`config.mk`:
```
export PLATFORM = sky130hd
export DESIGN_NAME = eth_port_flow_ctrl
export DESIGN_NICKNAME = d
export VERILOG_FILES = /design/src/eth_port_pkg.sv /design/src/eth_port_flow_ctrl.sv
export SDC_FILE = /design/constraint.sdc
export NUM_CORES = 1
export LEC_CHECK = 0
export ABC_CLOCK_PERIOD_IN_PS = 2900
export BUFFER_PORTS_ARGS = -buffer_cell sky130_fd_sc_hd__buf_2
export CAP_MARGIN = 15
export CORE_MARGIN = 4
export CORE_UTILIZATION = 25
export CTS_CLUSTER_DIAMETER = 30
export DETAILED_ROUTE_END_ITERATION = 6
export GPL_TIMING_DRIVEN = 0
export SLEW_MARGIN = 20
export SYNTH_ARGS = -nofsm -noshare
export SYNTH_HDL_FRONTEND = slang
export SYNTH_SLANG_ARGS = --single-unit
```
`constraint.sdc`:
```
create_clock -name clk_i -period 2.9 [get_ports clk_i]
set_clock_uncertainty 0.2 [all_clocks]
set_input_delay 0.29 -clock clk_i [delete_from_list [all_inputs] [get_ports clk_i]]
set_output_delay 0.29 -clock clk_i [all_outputs]
set_load 0.02 [all_outputs]
```
`src/eth_port_pkg.sv`:
```
// Purpose: Shared constants and carriers for the Ethernet port flow-control block
// Assumes: 100 MHz system clock
// Notes:   Strap and clock indexes address the synchronised pin vectors
package eth_port_pkg;
	localparam int unsigned CLK_HZ    = 100_000_000;
	localparam int unsigned FAST_HZ   = 25_000_000;
	localparam int unsigned SLOW_HZ   = 2_500_000;
	localparam logic [5:0]  HALF_FAST = 6'(CLK_HZ / (2 * FAST_HZ) - 1);
	localparam logic [5:0]  HALF_SLOW = 6'(CLK_HZ / (2 * SLOW_HZ) - 1);
	localparam logic [4:0]  JAM_BYTES = 5'h04;
	localparam logic [15:0] MIN_LEN   = 16'h0040;
	localparam logic [3:0]  MII_SFD   = 4'hD;
	localparam logic [1:0]  RMII_SFD  = 2'h3;
	localparam logic [3:0]  JAM_NIB   = 4'h5;
	localparam logic [13:0] UNIT_MAX  = 14'h3FFF;
	localparam int          STRAP_RMII = 0;
	localparam int          STRAP_DCE  = 1;
	localparam int          CK_REF = 0;
	localparam int          CK_RX  = 1;
	localparam int          CK_TX  = 2;
	localparam int          PIN_DV = 5;
	localparam int          PIN_ER = 4;

	typedef enum logic [1:0] {RX_IDLE, RX_PRE, RX_DATA} rx_state_t;

	// Frame checks from the MAC core, valid at frame end
	typedef struct packed {
		logic crc_err;
		logic len_err;
		logic ctrl;
		logic unsup;
		logic collision;
	} rx_check_t;

	// Reject selects: 1 drops a frame with that condition (ctrl drops only in full duplex)
	typedef struct packed {
		logic rx_er;
		logic dribble;
		logic crc;
		logic len;
		logic ctrl;
		logic unsup;
	} rx_reject_t;

	typedef struct packed {
		logic        too_long;
		logic        runt;
		logic        collision;
		logic        unsupported_ctrl_frame_flag;
		logic        ctrl_frame_flag;
		logic        len_err;
		logic        crc_err;
		logic        dribble;
		logic        rx_er;
		logic [15:0] length;
	} rx_status_t;

	typedef struct packed {
		logic jabber;
		logic no_carrier;
		logic excess_defer;
		logic late_col;
		logic excess_col;
		logic underrun;
		logic deferred;
		logic collision;
		logic heartbeat;
	} tx_err_t;

	typedef struct packed {
		logic jabber;
		logic no_carrier;
		logic excess_defer;
		logic late_col;
		logic excess_col;
		logic underrun;
		logic deferred_resend_bit;
		logic collision;
		logic heartbeat_fail_resend_bit;
	} tx_resend_t;
endpackage

```
`src/eth_port_flow_ctrl.sv`:
```
// Purpose: MII/RMII port clocking, rx length limit, frame status, jam and pause
// Assumes: Link clocks are sampled by clk_i; MAC core supplies frame checks
// Notes:   Tags below mark the logic carrying each rule
// Functional notes
// Half duplex jams first four incoming bytes
// Frame in progress at crossing not jammed
// Jam each new frame while above threshold
// Busy bit request emits a pause frame
// Jam enable bit starts manual jamming
// Status flags control and unsupported frames
// Reduced-pin mode uses 50 MHz reference
// Media-independent mode uses 25 MHz clocks
// Strap selects reduced-pin or media-independent
// DCE derives 25 or 2.5 MHz clocks
// In DTE the PHY drives clocks
// Maximum frame length programmable, high/low bytes
// Length counts address through CRC only
// Overlong frames discarded, both directions
// Status overwritten by each new frame
// Transmit errors set transmit status bits
// Per-error resend selects, deferred and heartbeat
// No carrier optionally flushes transmit queue
// Per-condition keep or drop received frames
// Runts and collided frames always dropped
// Strap selects DTE or DCE role; the code ignores it in reduced-pin mode
// Auto flow control overrides software bits
`timescale 1ns/1ps
`default_nettype none
module eth_port_flow_ctrl (
	input  wire logic                     clk_i,
	input  wire logic                     rst_i,
	input  wire logic                     ce_i,
	input  wire logic                     reduced_pin_select_strap_i,
	input  wire logic                     port_role_select_strap_i,
	input  wire logic                     speed_100_i,
	input  wire logic                     half_duplex_i,
	input  wire logic                     auto_flow_ctrl_bit_i,
	input  wire logic                     jam_enable_bit_i,
	input  wire logic                     pause_send_busy_bit_i,
	input  wire logic                     flow_ctrl_enable_bit_i,
	input  wire logic                     pause_ack_i,
	input  wire logic                     rx_queue_high_threshold_i,
	input  wire logic [7:0]               rx_max_frame_size_high_i,
	input  wire logic [7:0]               rx_max_frame_size_low_i,
	input  wire eth_port_pkg::rx_reject_t rx_frame_reject_control_i,
	input  wire eth_port_pkg::rx_check_t  rx_check_i,
	input  wire eth_port_pkg::tx_resend_t tx_frame_resend_control_i,
	input  wire logic                     no_carrier_flush_bit_i,
	input  wire logic                     tx_done_i,
	input  wire eth_port_pkg::tx_err_t    tx_err_i,
	input  wire logic                     pp_frame_end_i,
	input  wire logic [15:0]              pp_frame_len_i,
	input  wire logic                     ref_clk_i,
	input  wire logic                     rx_clk_i,
	input  wire logic                     tx_clk_i,
	input  wire logic                     rx_dv_i,
	input  wire logic                     rx_er_i,
	input  wire logic [3:0]               rxd_i,
	output logic                          rx_clk_o,
	output logic                          rx_clk_oe_o,
	output logic                          tx_clk_o,
	output logic                          tx_clk_oe_o,
	output logic                          tx_en_o,
	output logic [3:0]                    txd_o,
	output eth_port_pkg::rx_status_t      rx_frame_status_o,
	output logic                          rx_ok_o,
	output logic                          rx_drop_o,
	output logic                          pp_drop_o,
	output eth_port_pkg::tx_err_t         tx_frame_status_o,
	output logic                          tx_resend_o,
	output logic                          tx_flush_o,
	output logic                          pause_req_o,
	output logic                          fce_o
);
	typedef struct packed {
		logic [2:0]              ck_s1;
		logic [2:0]              ck_s2;
		logic [2:0]              ck_d;
		logic [1:0]              strap_s1;
		logic [1:0]              strap_s2;
		logic [5:0]              pin_s1;
		logic [5:0]              pin_s2;
		logic [5:0]              div_cnt;
		logic                    gclk;
		logic                    clk_oe;
		eth_port_pkg::rx_state_t rx_st;
		logic [13:0]             units;
		logic                    er_seen;
		logic [4:0]              jam_left;
		logic                    tx_en;
		logic [3:0]              txd;
		eth_port_pkg::rx_status_t rx_stat;
		logic                    rx_ok;
		logic                    rx_drop;
		logic                    pp_drop;
		eth_port_pkg::tx_err_t   tx_stat;
		logic                    resend;
		logic                    flush;
		logic                    pause_req;
		logic                    fcb_d;
		logic                    fce;
	} state_t;
	state_t st_r;
	state_t st_nxt;
	// Bytes seen, from link units (nibbles or dibits)
	function automatic logic [15:0] unit_bytes(input logic [13:0] u, input logic rmii);
		unit_bytes = rmii ? {4'h0, u[13:2]} : {3'h0, u[13:1]};
	endfunction
	// Link units making up the jam
	function automatic logic [4:0] jam_units(input logic rmii);
		jam_units = rmii ? 5'(eth_port_pkg::JAM_BYTES * 4) : 5'(eth_port_pkg::JAM_BYTES * 2);
	endfunction

	logic        rmii;
	logic        dce;
	logic [5:0]  half;
	logic        gtog;
	logic        gedge;
	logic [2:0]  ext_edge;
	logic        rx_unit;
	logic        tx_unit;
	logic        dv;
	logic        rx_start;
	logic        rx_end;
	logic        jam_go;
	logic [15:0] max_len;
	logic [15:0] bytes;
	logic        drop;
	logic        sfd;

	// Mode decode, clock edges and frame events
	always_comb
	begin
		rmii = st_r.strap_s2[eth_port_pkg::STRAP_RMII];
		dce = st_r.strap_s2[eth_port_pkg::STRAP_DCE] & ~rmii;
		half = speed_100_i ? eth_port_pkg::HALF_FAST : eth_port_pkg::HALF_SLOW;
		gtog = dce && (st_r.div_cnt >= half);
		gedge = gtog && !st_r.gclk;
		ext_edge = st_r.ck_s2 & ~st_r.ck_d;
		rx_unit = rmii ? ext_edge[eth_port_pkg::CK_REF]
			: dce ? gedge : ext_edge[eth_port_pkg::CK_RX];
		tx_unit = rmii ? ext_edge[eth_port_pkg::CK_REF]
			: dce ? gedge : ext_edge[eth_port_pkg::CK_TX];
		dv = st_r.pin_s2[eth_port_pkg::PIN_DV];
		rx_start = rx_unit && dv && (st_r.rx_st == eth_port_pkg::RX_IDLE);
		rx_end = rx_unit && !dv && (st_r.rx_st != eth_port_pkg::RX_IDLE);
		jam_go = half_duplex_i && (auto_flow_ctrl_bit_i ? rx_queue_high_threshold_i
			: jam_enable_bit_i);
		max_len = {rx_max_frame_size_high_i, rx_max_frame_size_low_i};
		bytes = unit_bytes(st_r.units, rmii);
		sfd = rmii ? (st_r.pin_s2[1:0] == eth_port_pkg::RMII_SFD)
			: (st_r.pin_s2[3:0] == eth_port_pkg::MII_SFD);
	end

	// Next-state logic
	always_comb
	begin
		st_nxt = st_r;
		st_nxt.ck_s1 = {tx_clk_i, rx_clk_i, ref_clk_i};
		st_nxt.ck_s2 = st_r.ck_s1;
		st_nxt.ck_d = st_r.ck_s2;
		st_nxt.strap_s1 = {port_role_select_strap_i, reduced_pin_select_strap_i};
		st_nxt.strap_s2 = st_r.strap_s1;
		st_nxt.pin_s1 = {rx_dv_i, rx_er_i, rxd_i};
		st_nxt.pin_s2 = st_r.pin_s1;
		st_nxt.rx_ok = 1'b0;
		st_nxt.rx_drop = 1'b0;
		st_nxt.pp_drop = 1'b0;
		st_nxt.resend = 1'b0;
		st_nxt.flush = 1'b0;
		drop = 1'b0;

		// DCE clock divider driving both link clocks
		st_nxt.clk_oe = dce;
		if (gtog)
		begin
			st_nxt.div_cnt = '0;
			st_nxt.gclk = ~st_r.gclk;
		end
		else
			st_nxt.div_cnt = dce ? st_r.div_cnt + 6'h01 : '0;

		// Receive framing and length count after the delimiter
		if (rx_unit)
		begin
			unique case (st_r.rx_st)
				eth_port_pkg::RX_IDLE:
					if (dv)
						st_nxt.rx_st = eth_port_pkg::RX_PRE;
				eth_port_pkg::RX_PRE:
					if (!dv)
						st_nxt.rx_st = eth_port_pkg::RX_IDLE;
					else if (sfd)
						st_nxt.rx_st = eth_port_pkg::RX_DATA;
				eth_port_pkg::RX_DATA:
					if (!dv)
						st_nxt.rx_st = eth_port_pkg::RX_IDLE;
					else if (st_r.units != eth_port_pkg::UNIT_MAX)
						st_nxt.units = st_r.units + 14'h0001;
			endcase
			if (dv && st_r.pin_s2[eth_port_pkg::PIN_ER])
				st_nxt.er_seen = 1'b1;
		end
		if (rx_start)
		begin
			st_nxt.units = '0;
			st_nxt.er_seen = st_r.pin_s2[eth_port_pkg::PIN_ER];
		end

		// Frame end: status overwrite and keep/drop decision
		if (rx_end)
		begin
			st_nxt.rx_stat.length = bytes;
			st_nxt.rx_stat.too_long = bytes > max_len;
			st_nxt.rx_stat.runt = bytes < eth_port_pkg::MIN_LEN;
			st_nxt.rx_stat.collision = rx_check_i.collision;
			st_nxt.rx_stat.unsupported_ctrl_frame_flag = rx_check_i.unsup;
			st_nxt.rx_stat.ctrl_frame_flag = rx_check_i.ctrl;
			st_nxt.rx_stat.len_err = rx_check_i.len_err;
			st_nxt.rx_stat.crc_err = rx_check_i.crc_err;
			st_nxt.rx_stat.dribble = rmii ? |st_r.units[1:0] : st_r.units[0];
			st_nxt.rx_stat.rx_er = st_r.er_seen;
			drop = st_nxt.rx_stat.too_long | st_nxt.rx_stat.runt
				| rx_check_i.collision
				| (rx_frame_reject_control_i.rx_er & st_r.er_seen)
				| (rx_frame_reject_control_i.dribble & st_nxt.rx_stat.dribble)
				| (rx_frame_reject_control_i.crc & rx_check_i.crc_err)
				| (rx_frame_reject_control_i.len & rx_check_i.len_err)
				| (rx_frame_reject_control_i.ctrl & rx_check_i.ctrl & ~half_duplex_i)
				| (rx_frame_reject_control_i.unsup & rx_check_i.unsup);
			st_nxt.rx_ok = ~drop;
			st_nxt.rx_drop = drop;
		end

		// Frames from the packet processor checked against the same limit
		st_nxt.pp_drop = pp_frame_end_i && (pp_frame_len_i > max_len);

		// Jam output: leading bytes of each new frame while armed
		if (tx_unit)
		begin
			st_nxt.tx_en = st_r.jam_left != '0;
			st_nxt.txd = (st_r.jam_left != '0) ? eth_port_pkg::JAM_NIB : 4'h0;
			if (st_r.jam_left != '0)
				st_nxt.jam_left = st_r.jam_left - 5'h01;
		end
		if (rx_start && jam_go)
			st_nxt.jam_left = jam_units(rmii);

		// Transmit status, resend and flush decisions
		if (tx_done_i)
		begin
			st_nxt.tx_stat = tx_err_i;
			st_nxt.resend = |(tx_err_i & tx_frame_resend_control_i);
			st_nxt.flush = tx_err_i.no_carrier & no_carrier_flush_bit_i;
		end

		// Pause requests: manual on busy-bit rise with flow control enabled, automatic at frame end above threshold in full duplex
		st_nxt.fcb_d = pause_send_busy_bit_i;
		st_nxt.fce = auto_flow_ctrl_bit_i ? rx_queue_high_threshold_i
			: flow_ctrl_enable_bit_i;
		st_nxt.pause_req = (st_r.pause_req & ~pause_ack_i)
			| (!auto_flow_ctrl_bit_i && flow_ctrl_enable_bit_i
				&& pause_send_busy_bit_i && !st_r.fcb_d)
			| (auto_flow_ctrl_bit_i && !half_duplex_i
				&& rx_queue_high_threshold_i && rx_end);
	end

	// State register with clock enable
	always_ff @(posedge clk_i or posedge rst_i)
	begin
		if (rst_i)
			st_r <= '0;
		else if (ce_i)
			st_r <= st_nxt;
	end

	// Outputs straight from the state register
	assign rx_clk_o = st_r.gclk;
	assign tx_clk_o = st_r.gclk;
	assign rx_clk_oe_o = st_r.clk_oe;
	assign tx_clk_oe_o = st_r.clk_oe;
	assign tx_en_o = st_r.tx_en;
	assign txd_o = st_r.txd;
	assign rx_frame_status_o = st_r.rx_stat;
	assign rx_ok_o = st_r.rx_ok;
	assign rx_drop_o = st_r.rx_drop;
	assign pp_drop_o = st_r.pp_drop;
	assign tx_frame_status_o = st_r.tx_stat;
	assign tx_resend_o = st_r.resend;
	assign tx_flush_o = st_r.flush;
	assign pause_req_o = st_r.pause_req;
	assign fce_o = st_r.fce;
endmodule
`default_nettype wire

```
==> flow_summary.json, run 1 <==
{
  "grt_max_degree": 33,
  "synth_most_common_cell": "dfrtp_1",
  "vdd_drop_max_v": 0.0003006,
  "grt_pass1_wl_mm": 23.00,
  "synth.distinct_cells": 64,
  "fin_nets": 835,
  "start_util_pct": 25.75,
  "synthTopCellsByArea": "dfrtp_1, mux2_2, ha_1",
  "synth_edf_count": 0,
  "diodes": 0,
  "multiInputGateArea_um2": 2813,
  "period_minus_slack_ns": 2.811,
  "cts_tree": "done",
  "max-clock-path-buffers": 2,
  "synthFlopType": "dfrtp_1",
  "hold_viol": 0,
  "cp_data_arrival_time_ns": 2.83,
  "die_w_um": 158.9,
  "cp-end-kind": "flip-flop",
  "tns_ns": 0,
  "setup_violations": 0,
  "seq_area_frac_synth_pct": 41.79,
  "port_buffers": 129,
  "finalWeightedCongestion": 0.8096,
  "track_usage_pct": 10.98,
  "area_growth_pct": 29.95,
  "setup_ws_ns": 0.08884,
  "nFillCells": 2234,
  "synthArstFlopShare_pct": 100.0,
  "cts-root-buf": "clkbuf_16",
  "slowest_delay_ns": 0.44,
  "grt_pass1_vias": 4490,
  "syn_inst": 537,
  "core_um2": 22090,
  "synth.top_cell.area_share_pct": 41.79,
  "hp-class": "in -> reg",
  "wl_per_cell_um": 14.07,
  "cts.clk_slew.worst_paths_ns": 0.07,
  "cts-htree-levels": 3,
  "die_height_um": 158.9,
  "syn_avg_cell_area_um2": 10.59,
  "syn_area_um2": 5689,
  "hpwl_mm": 10.79,
  "max_freq_mhz": 355.7,
  "p_per_area_nw_per_um2": 612.3,
  "io_pins": 136,
  "dp_slack_ns": -0.6497,
  "yosysTopAreaCell": "dfrtp_1",
  "finalCritPeriodShare_pct": 96.94,
  "drv_cap": 0,
  "drc": 0,
  "tightest_slew_ns": 0.6947,
  "antenna_found_initial": 0,
  "regArea_um2": 2379,
  "rows": 54,
  "crit_type": "reg -> reg",
  "clk_latency_ns": 0.35,
  "worstSetupStartpointType": "flip-flop",
  "drtIter0Drc": 183,
  "grt_overflow_total": 0,
  "cp.required_ns": 2.92,
  "ys_warn_count": 0,
  "vias": 4533,
  "crit_fanout": 10,
  "cts_sinks": 95,
  "slew_headroom_pct": 53.41,
  "worstPathCellList": "ha_1, a2111o_1, a2111o_1, buf_6, and4_4, buf_6, buf_8, mux2_4",
  "synth_commonest_cells": "dfrtp_1, mux2_2, buf_4",
  "cpMaxStageDelayCell": "a2111o_1",
  "layout-drive-gt1-share_pct": 39.44,
  "ant_nets": 0,
  "slew_violations": 0,
  "cts_buffers": 9,
  "p_leak_nw": 3.510,
  "synth_seq_cells": 95,
  "status": "complete, no violations",
  "die_area_um2": 25230,
  "grt_setup_unrepaired": "no",
  "routed_wl_mm": 14.00,
  "r2r_setup_slack_ns": 0.09,
  "hold-worst-slack_ns": 0.01291,
  "via_per_inst": 4.556,
  "dr.pass1.iters": 6
}
## report_power, final
group / total [mW] / internal (mW) / switching, mW
clock network: 1.32 / 0.788 / 0.531
logic: 1.49 / 0.717 / 0.774
registers: 1.72 / 1.55 / 0.164
## kinds of logic (layout without fill, tap and decap cells)
| kind of cell | Yosys count | count (layout) | share of synthesized area (%) |
|---|---|---|---|
| compound gates | 108 | 108 | 12.73 |
| xor+xnor | 3 | 3 | 0.4619 |
| fa+ha+maj | 39 | 39 | 8.577 |
| buf+inv | 89 | 263 | 9.215 |
| flops | 95 | 95 | 41.79 |
| mux | 69 | 69 | 14.38 |
| other cells | 1 | 5 | 0.06591 |
| simple gates | 133 | 133 | 12.78 |
## path summary, 6_finish.rpt
path                                                     endpoint               startpoint  cells past startpoint
min in group asynchronous       rx_frame_status_o[18]$_DFFE_PP0P_                    rst_i                      3
worst min-delay path                       tx_flush_o$_DFFE_PP0P_   no_carrier_flush_bit_i                      3
worst min register to register            tx_resend_o$_DFFE_PP0P_  tx_resend_o$_DFFE_PP0P_                      1
max in group asynchronous                  st_nxt[89]$_DFFE_PP0P_                    rst_i                      5
worst max-delay path            rx_frame_status_o[22]$_DFFE_PP0P_     st_r[72]$_DFFE_PP0P_                      8
worst max register to register  rx_frame_status_o[22]$_DFFE_PP0P_     st_r[72]$_DFFE_PP0P_                      8
## cell type report
class	count	area share, %
buffer	57	5.703
multi-input combinational	357	38.04
timing repair buffer	159	13.27
inverter	31	1.625
clock buffer	11	3.283
tap	280	4.739
sequential	95	32.17
clock inverter	5	1.168
## metrics by stage
step	util (%)	power (mW)	area (um2)	cells
after floorplan	-	2.768	5709	541
after global placement	30.35	3.174	6705	950
after detailed placement	30.65	3.211	6773	953
after CTS	33.46	4.587	7393	996
after global routing	33.46	4.815	7393	995
final	33.46	4.527	7393	995
## registers in the layout, indices dropped and copies added (netlist names), 9 cells and up
name               cells
st_r                  38
st_nxt                14
tx_frame_status_o      9
rx_frame_status_o     22
## per-layer routing
metal	global-route usage, %	wire length (um)
met5	0	0
met4	3.787	203
met1	14.24	6463
met2	19.07	6908
met3	1.218	421
## what timing repair did
action,CTS,global route
buffers inserted,1,0
gates resized for setup,7,9
endpoints found under the setup margin,4,16
endpoints found under the hold margin,40,0
hold buffers,26,0
## cells in the final DEF, fill, tap and decap left out, types with 14 or more instances in the layout
cell type / count
buf_2: 133
dfrtp_1: 94
mux2_2: 51
buf_4: 43
ha_1: 39
nand2_1: 36
a21oi_1: 34
inv_1: 30
dlygate4sd3_1: 26
o21ai_0: 20
nor2_1: 20
nand3_1: 14
## worst max-delay path: cells and delay by family, from the launching register on
kind            cells  cell delay (ns)
compound gates      2             0.86
buf+inv             3             0.46
flops               1             0.42
mux                 1             0.30
fa+ha+maj           1             0.28
simple gates        1             0.17
(Power assumes the default switching activity.)
==> inputs of run 2 (changes only) <==
--- a/config.mk
+++ b/config.mk
@@ -5,6 +5,7 @@
 export SDC_FILE = /design/constraint.sdc
 export NUM_CORES = 1
 export LEC_CHECK = 0
+export ABC_AREA = 1
 export ABC_CLOCK_PERIOD_IN_PS = 2900
 export BUFFER_PORTS_ARGS = -buffer_cell sky130_fd_sc_hd__buf_2
 export CAP_MARGIN = 15
==> run 2 against run 1 <==
  * The flow now finishes with violations (design-rule violations)
  * Register-to-register slack better by 0.12 ns
  * First-iteration DRC count rose by 96%
  * Synthesized cell count grew 44%
  * Maximum frequency grew 4.4%
  * Sequential cell count is the same
  * Largest cell class unchanged
==> flow_summary.json, run 2 <==
{
  "port_buffers": 130,
  "synthFlopType": "dfrtp_1",
  "synth_commonest_cells": "nand2_1, dfrtp_1, inv_1",
  "synth.distinct_cells": 40,
  "cts-root-buf": "clkbuf_16",
  "regMostFlops": "st_r",
  "cpMostUsedCell": "nand2_1",
  "p_per_area_nw_per_um2": 565.3,
  "regToRegStartpoint": "rmii$_DFFE_PP0P_",
  "r2r_setup_slack_ns": 0.21,
  "r2r_cells": 15,
  "diodes": 0,
  "placed_cell_area_um2": 6932,
  "hold-worst-slack_ns": 0.05625,
  "clk_latency_ns": 0.35,
  "crit_family": "simple AND/OR/NAND/NOR gates",
  "violations": "design-rule violations",
  "slowest_delay_ns": 0.42,
  "die_w_um": 160.5,
  "ys_warn_count": 0,
  "final_common_cell": "nand2_1",
  "grt_setup_unrepaired": "no",
  "cp-end-kind": "flip-flop",
  "crit_type": "reg -> reg",
  "reg2reg_to": "rx_drop_o$_DFFE_PP0P_",
  "design_area_um2": 7508,
  "fin_nets": 1075,
  "area_growth_pct": 29.22,
  "finalNonFillerCells": 1268,
  "vdd_drop_max_v": 0.0002784,
  "max-clock-path-buffers": 2,
  "worstSetupStartpointType": "flip-flop",
  "track_usage_pct": 11.93,
  "cts_buffers": 9,
  "start_util_pct": 25.51,
  "worstPathCellList": "buf_4, clkbuf_4, clkbuf_4, o21ai_0, ha_1, nand2_1, o21ai_0, nand2_1, nand2_1, nand2_1, nand2_1, nand2_1, nand2_1, nand2_1, nand2_1",
  "period_minus_slack_ns": 2.692,
  "cpMaxStageDelayCell": "dfrtp_1",
  "largest_reg_flops": 38,
  "die_height_um": 160.5,
  "final_cell_mix": "nand2_1, buf_2, dfrtp_1, inv_1",
  "rows": 55,
  "whs_path_depth": 4,
  "grt_max_degree": 30,
  "synth_most_common_cell": "nand2_1",
  "crit_buf_inv": 3,
  "die_area_um2": 25750,
  "dr.pass1.iters": 7,
  "seq_area_frac_synth_pct": 40.91,
  "syn_inst": 773,
  "tightest_slew_ns": 0.5818,
  "drc": 2,
  "placed_cells": 1223,
  "cts-htree-levels": 3,
  "cts_tree": "done",
  "vias": 5297,
  "slew_violations": 0,
  "core_um2": 22780,
  "synth_seq_cells": 95,
  "setup_violations": 0,
  "grt_pass1_wl_mm": 25.53,
  "grt_pass1_vias": 5116,
  "hp-class": "in -> reg",
  "postCtsSetupRepairBufs": 0,
  "drtIter0Drc": 359,
  "cts.clk_slew.worst_paths_ns": 0.07,
  "syn_avg_cell_area_um2": 7.517,
  "crit_fanout": 10,
  "whs_endpoint": "pause_req_o$_DFFE_PP0P_",
  "hold_viol": 0,
  "ant_nets": 0,
  "cp_data_arrival_time_ns": 2.73,
  "antenna_found_initial": 0,
  "cp.required_ns": 2.94,
  "syn_area_um2": 5811,
  "max_freq_mhz": 371.5,
  "io_pins": 136,
  "status": "finished with violations",
  "drv_cap": 0,
  "yosysTopAreaCell": "dfrtp_1",
  "routed_wl_mm": 15.38,
  "synthArstFlopShare_pct": 100.0,
  "p_leak_nw": 4.146,
  "tns_ns": 0,
  "finalWeightedCongestion": 0.8331,
  "slew_headroom_pct": 61.21,
  "layout-drive-gt1-share_pct": 23.04,
  "synthTopCellsByArea": "dfrtp_1, nand2_1, ha_1",
  "wl_per_cell_um": 12.13,
  "cts_sinks": 95,
  "hpwl_mm": 11.83,
  "grt_overflow_total": 0,
  "synth_edf_count": 0,
  "holdCritStartpoint": "pause_ack_i",
  "via_per_inst": 4.177,
  "synth.top_cell.area_share_pct": 40.91,
  "finalCritPeriodShare_pct": 92.82
}
[run 2: final cells by class]
class	instances	area, um2
Fill cell	2417	15270
Multi-Input combinational cell	533	2705
Sequential cell	95	2377
Timing Repair Buffer	162	1001
Buffer	59	412.9
Tap cell	313	391.6
Inverter	90	341.6
Clock buffer	9	225.2
Clock inverter	7	53.80
[run 2: worst reg2reg max path, stage by stage (launching register included)]
cell and delay [ns]:
dfrtp_1 0.42, buf_4 0.20, clkbuf_4 0.21, clkbuf_4 0.21
o21ai_0 0.31, ha_1 0.30, nand2_1 0.09, o21ai_0 0.11
nand2_1 0.08, nand2_1 0.05, nand2_1 0.06, nand2_1 0.04
nand2_1 0.11, nand2_1 0.09, nand2_1 0.06, nand2_1 0.05
[run 2: layer usage]
metal / vias to the layer above / track usage (%) / routed length [um]
li1: 2764 / - / -
met1: 2413 / 16.72 / 7388
met2: 103 / 19.38 / 7306
met3: 17 / 1.155 / 444
met4: 0 / 3.872 / 240
met5: - / 0 / 0
[run 2: cell families (layout without fill, tap and decap cells)]
logic type / after synthesis / in the layout / synth area share (%)
fa+ha+maj: 39 / 39 / 8.398
buf+inv: 149 / 327 / 12.79
simple gates: 391 / 391 / 27.71
xor+xnor: 10 / 10 / 1.507
compound gates: 88 / 88 / 8.613
flops: 95 / 95 / 40.91
other cells: 1 / 5 / 0.06454
[run 2: where the power goes]
group / internal [mW] / switching, mW / leakage, nW
sequential: 1.54 / 0.166 / 1.23
clock: 0.589 / 0.538 / 0.129
combinational: 0.601 / 0.809 / 2.78
[run 2: worst max-delay path by stage]
stage                startpoint                     to  slack [ns]  cells after the start
6_report       rmii$_DFFE_PP0P_  rx_drop_o$_DFFE_PP0P_        0.21                     15
5_1_grt        rmii$_DFFE_PP0P_  rx_drop_o$_DFFE_PP0P_        0.02                     16
4_1_cts        rmii$_DFFE_PP0P_  rx_drop_o$_DFFE_PP0P_        0.03                     15
3_5_place_dp   rmii$_DFFE_PP0P_    rx_ok_o$_DFFE_PP0P_        0.05                     14
3_3_place_gp   rmii$_DFFE_PP0P_    rx_ok_o$_DFFE_PP0P_        0.07                     14
2_1_floorplan  rmii$_DFFE_PP0P_  rx_drop_o$_DFFE_PP0P_        0.64                     15
[run 2: repair_timing]
item,CTS,global route
resized for setup,0,6
hold buffers,29,0
setup endpoints to repair,0,3
hold endpoints to repair,46,0
[run 2: stage by stage]
stage               util, %  setup slack, ns  power, mW
global route          32.96          0.01804      4.556
CTS                   32.93          0.02894      4.297
global placement      30.17          0.06885      3.088
detailed placement    30.43          0.04773      3.117
floorplan                 -           0.6366      2.697
finish                32.96           0.2082      4.245
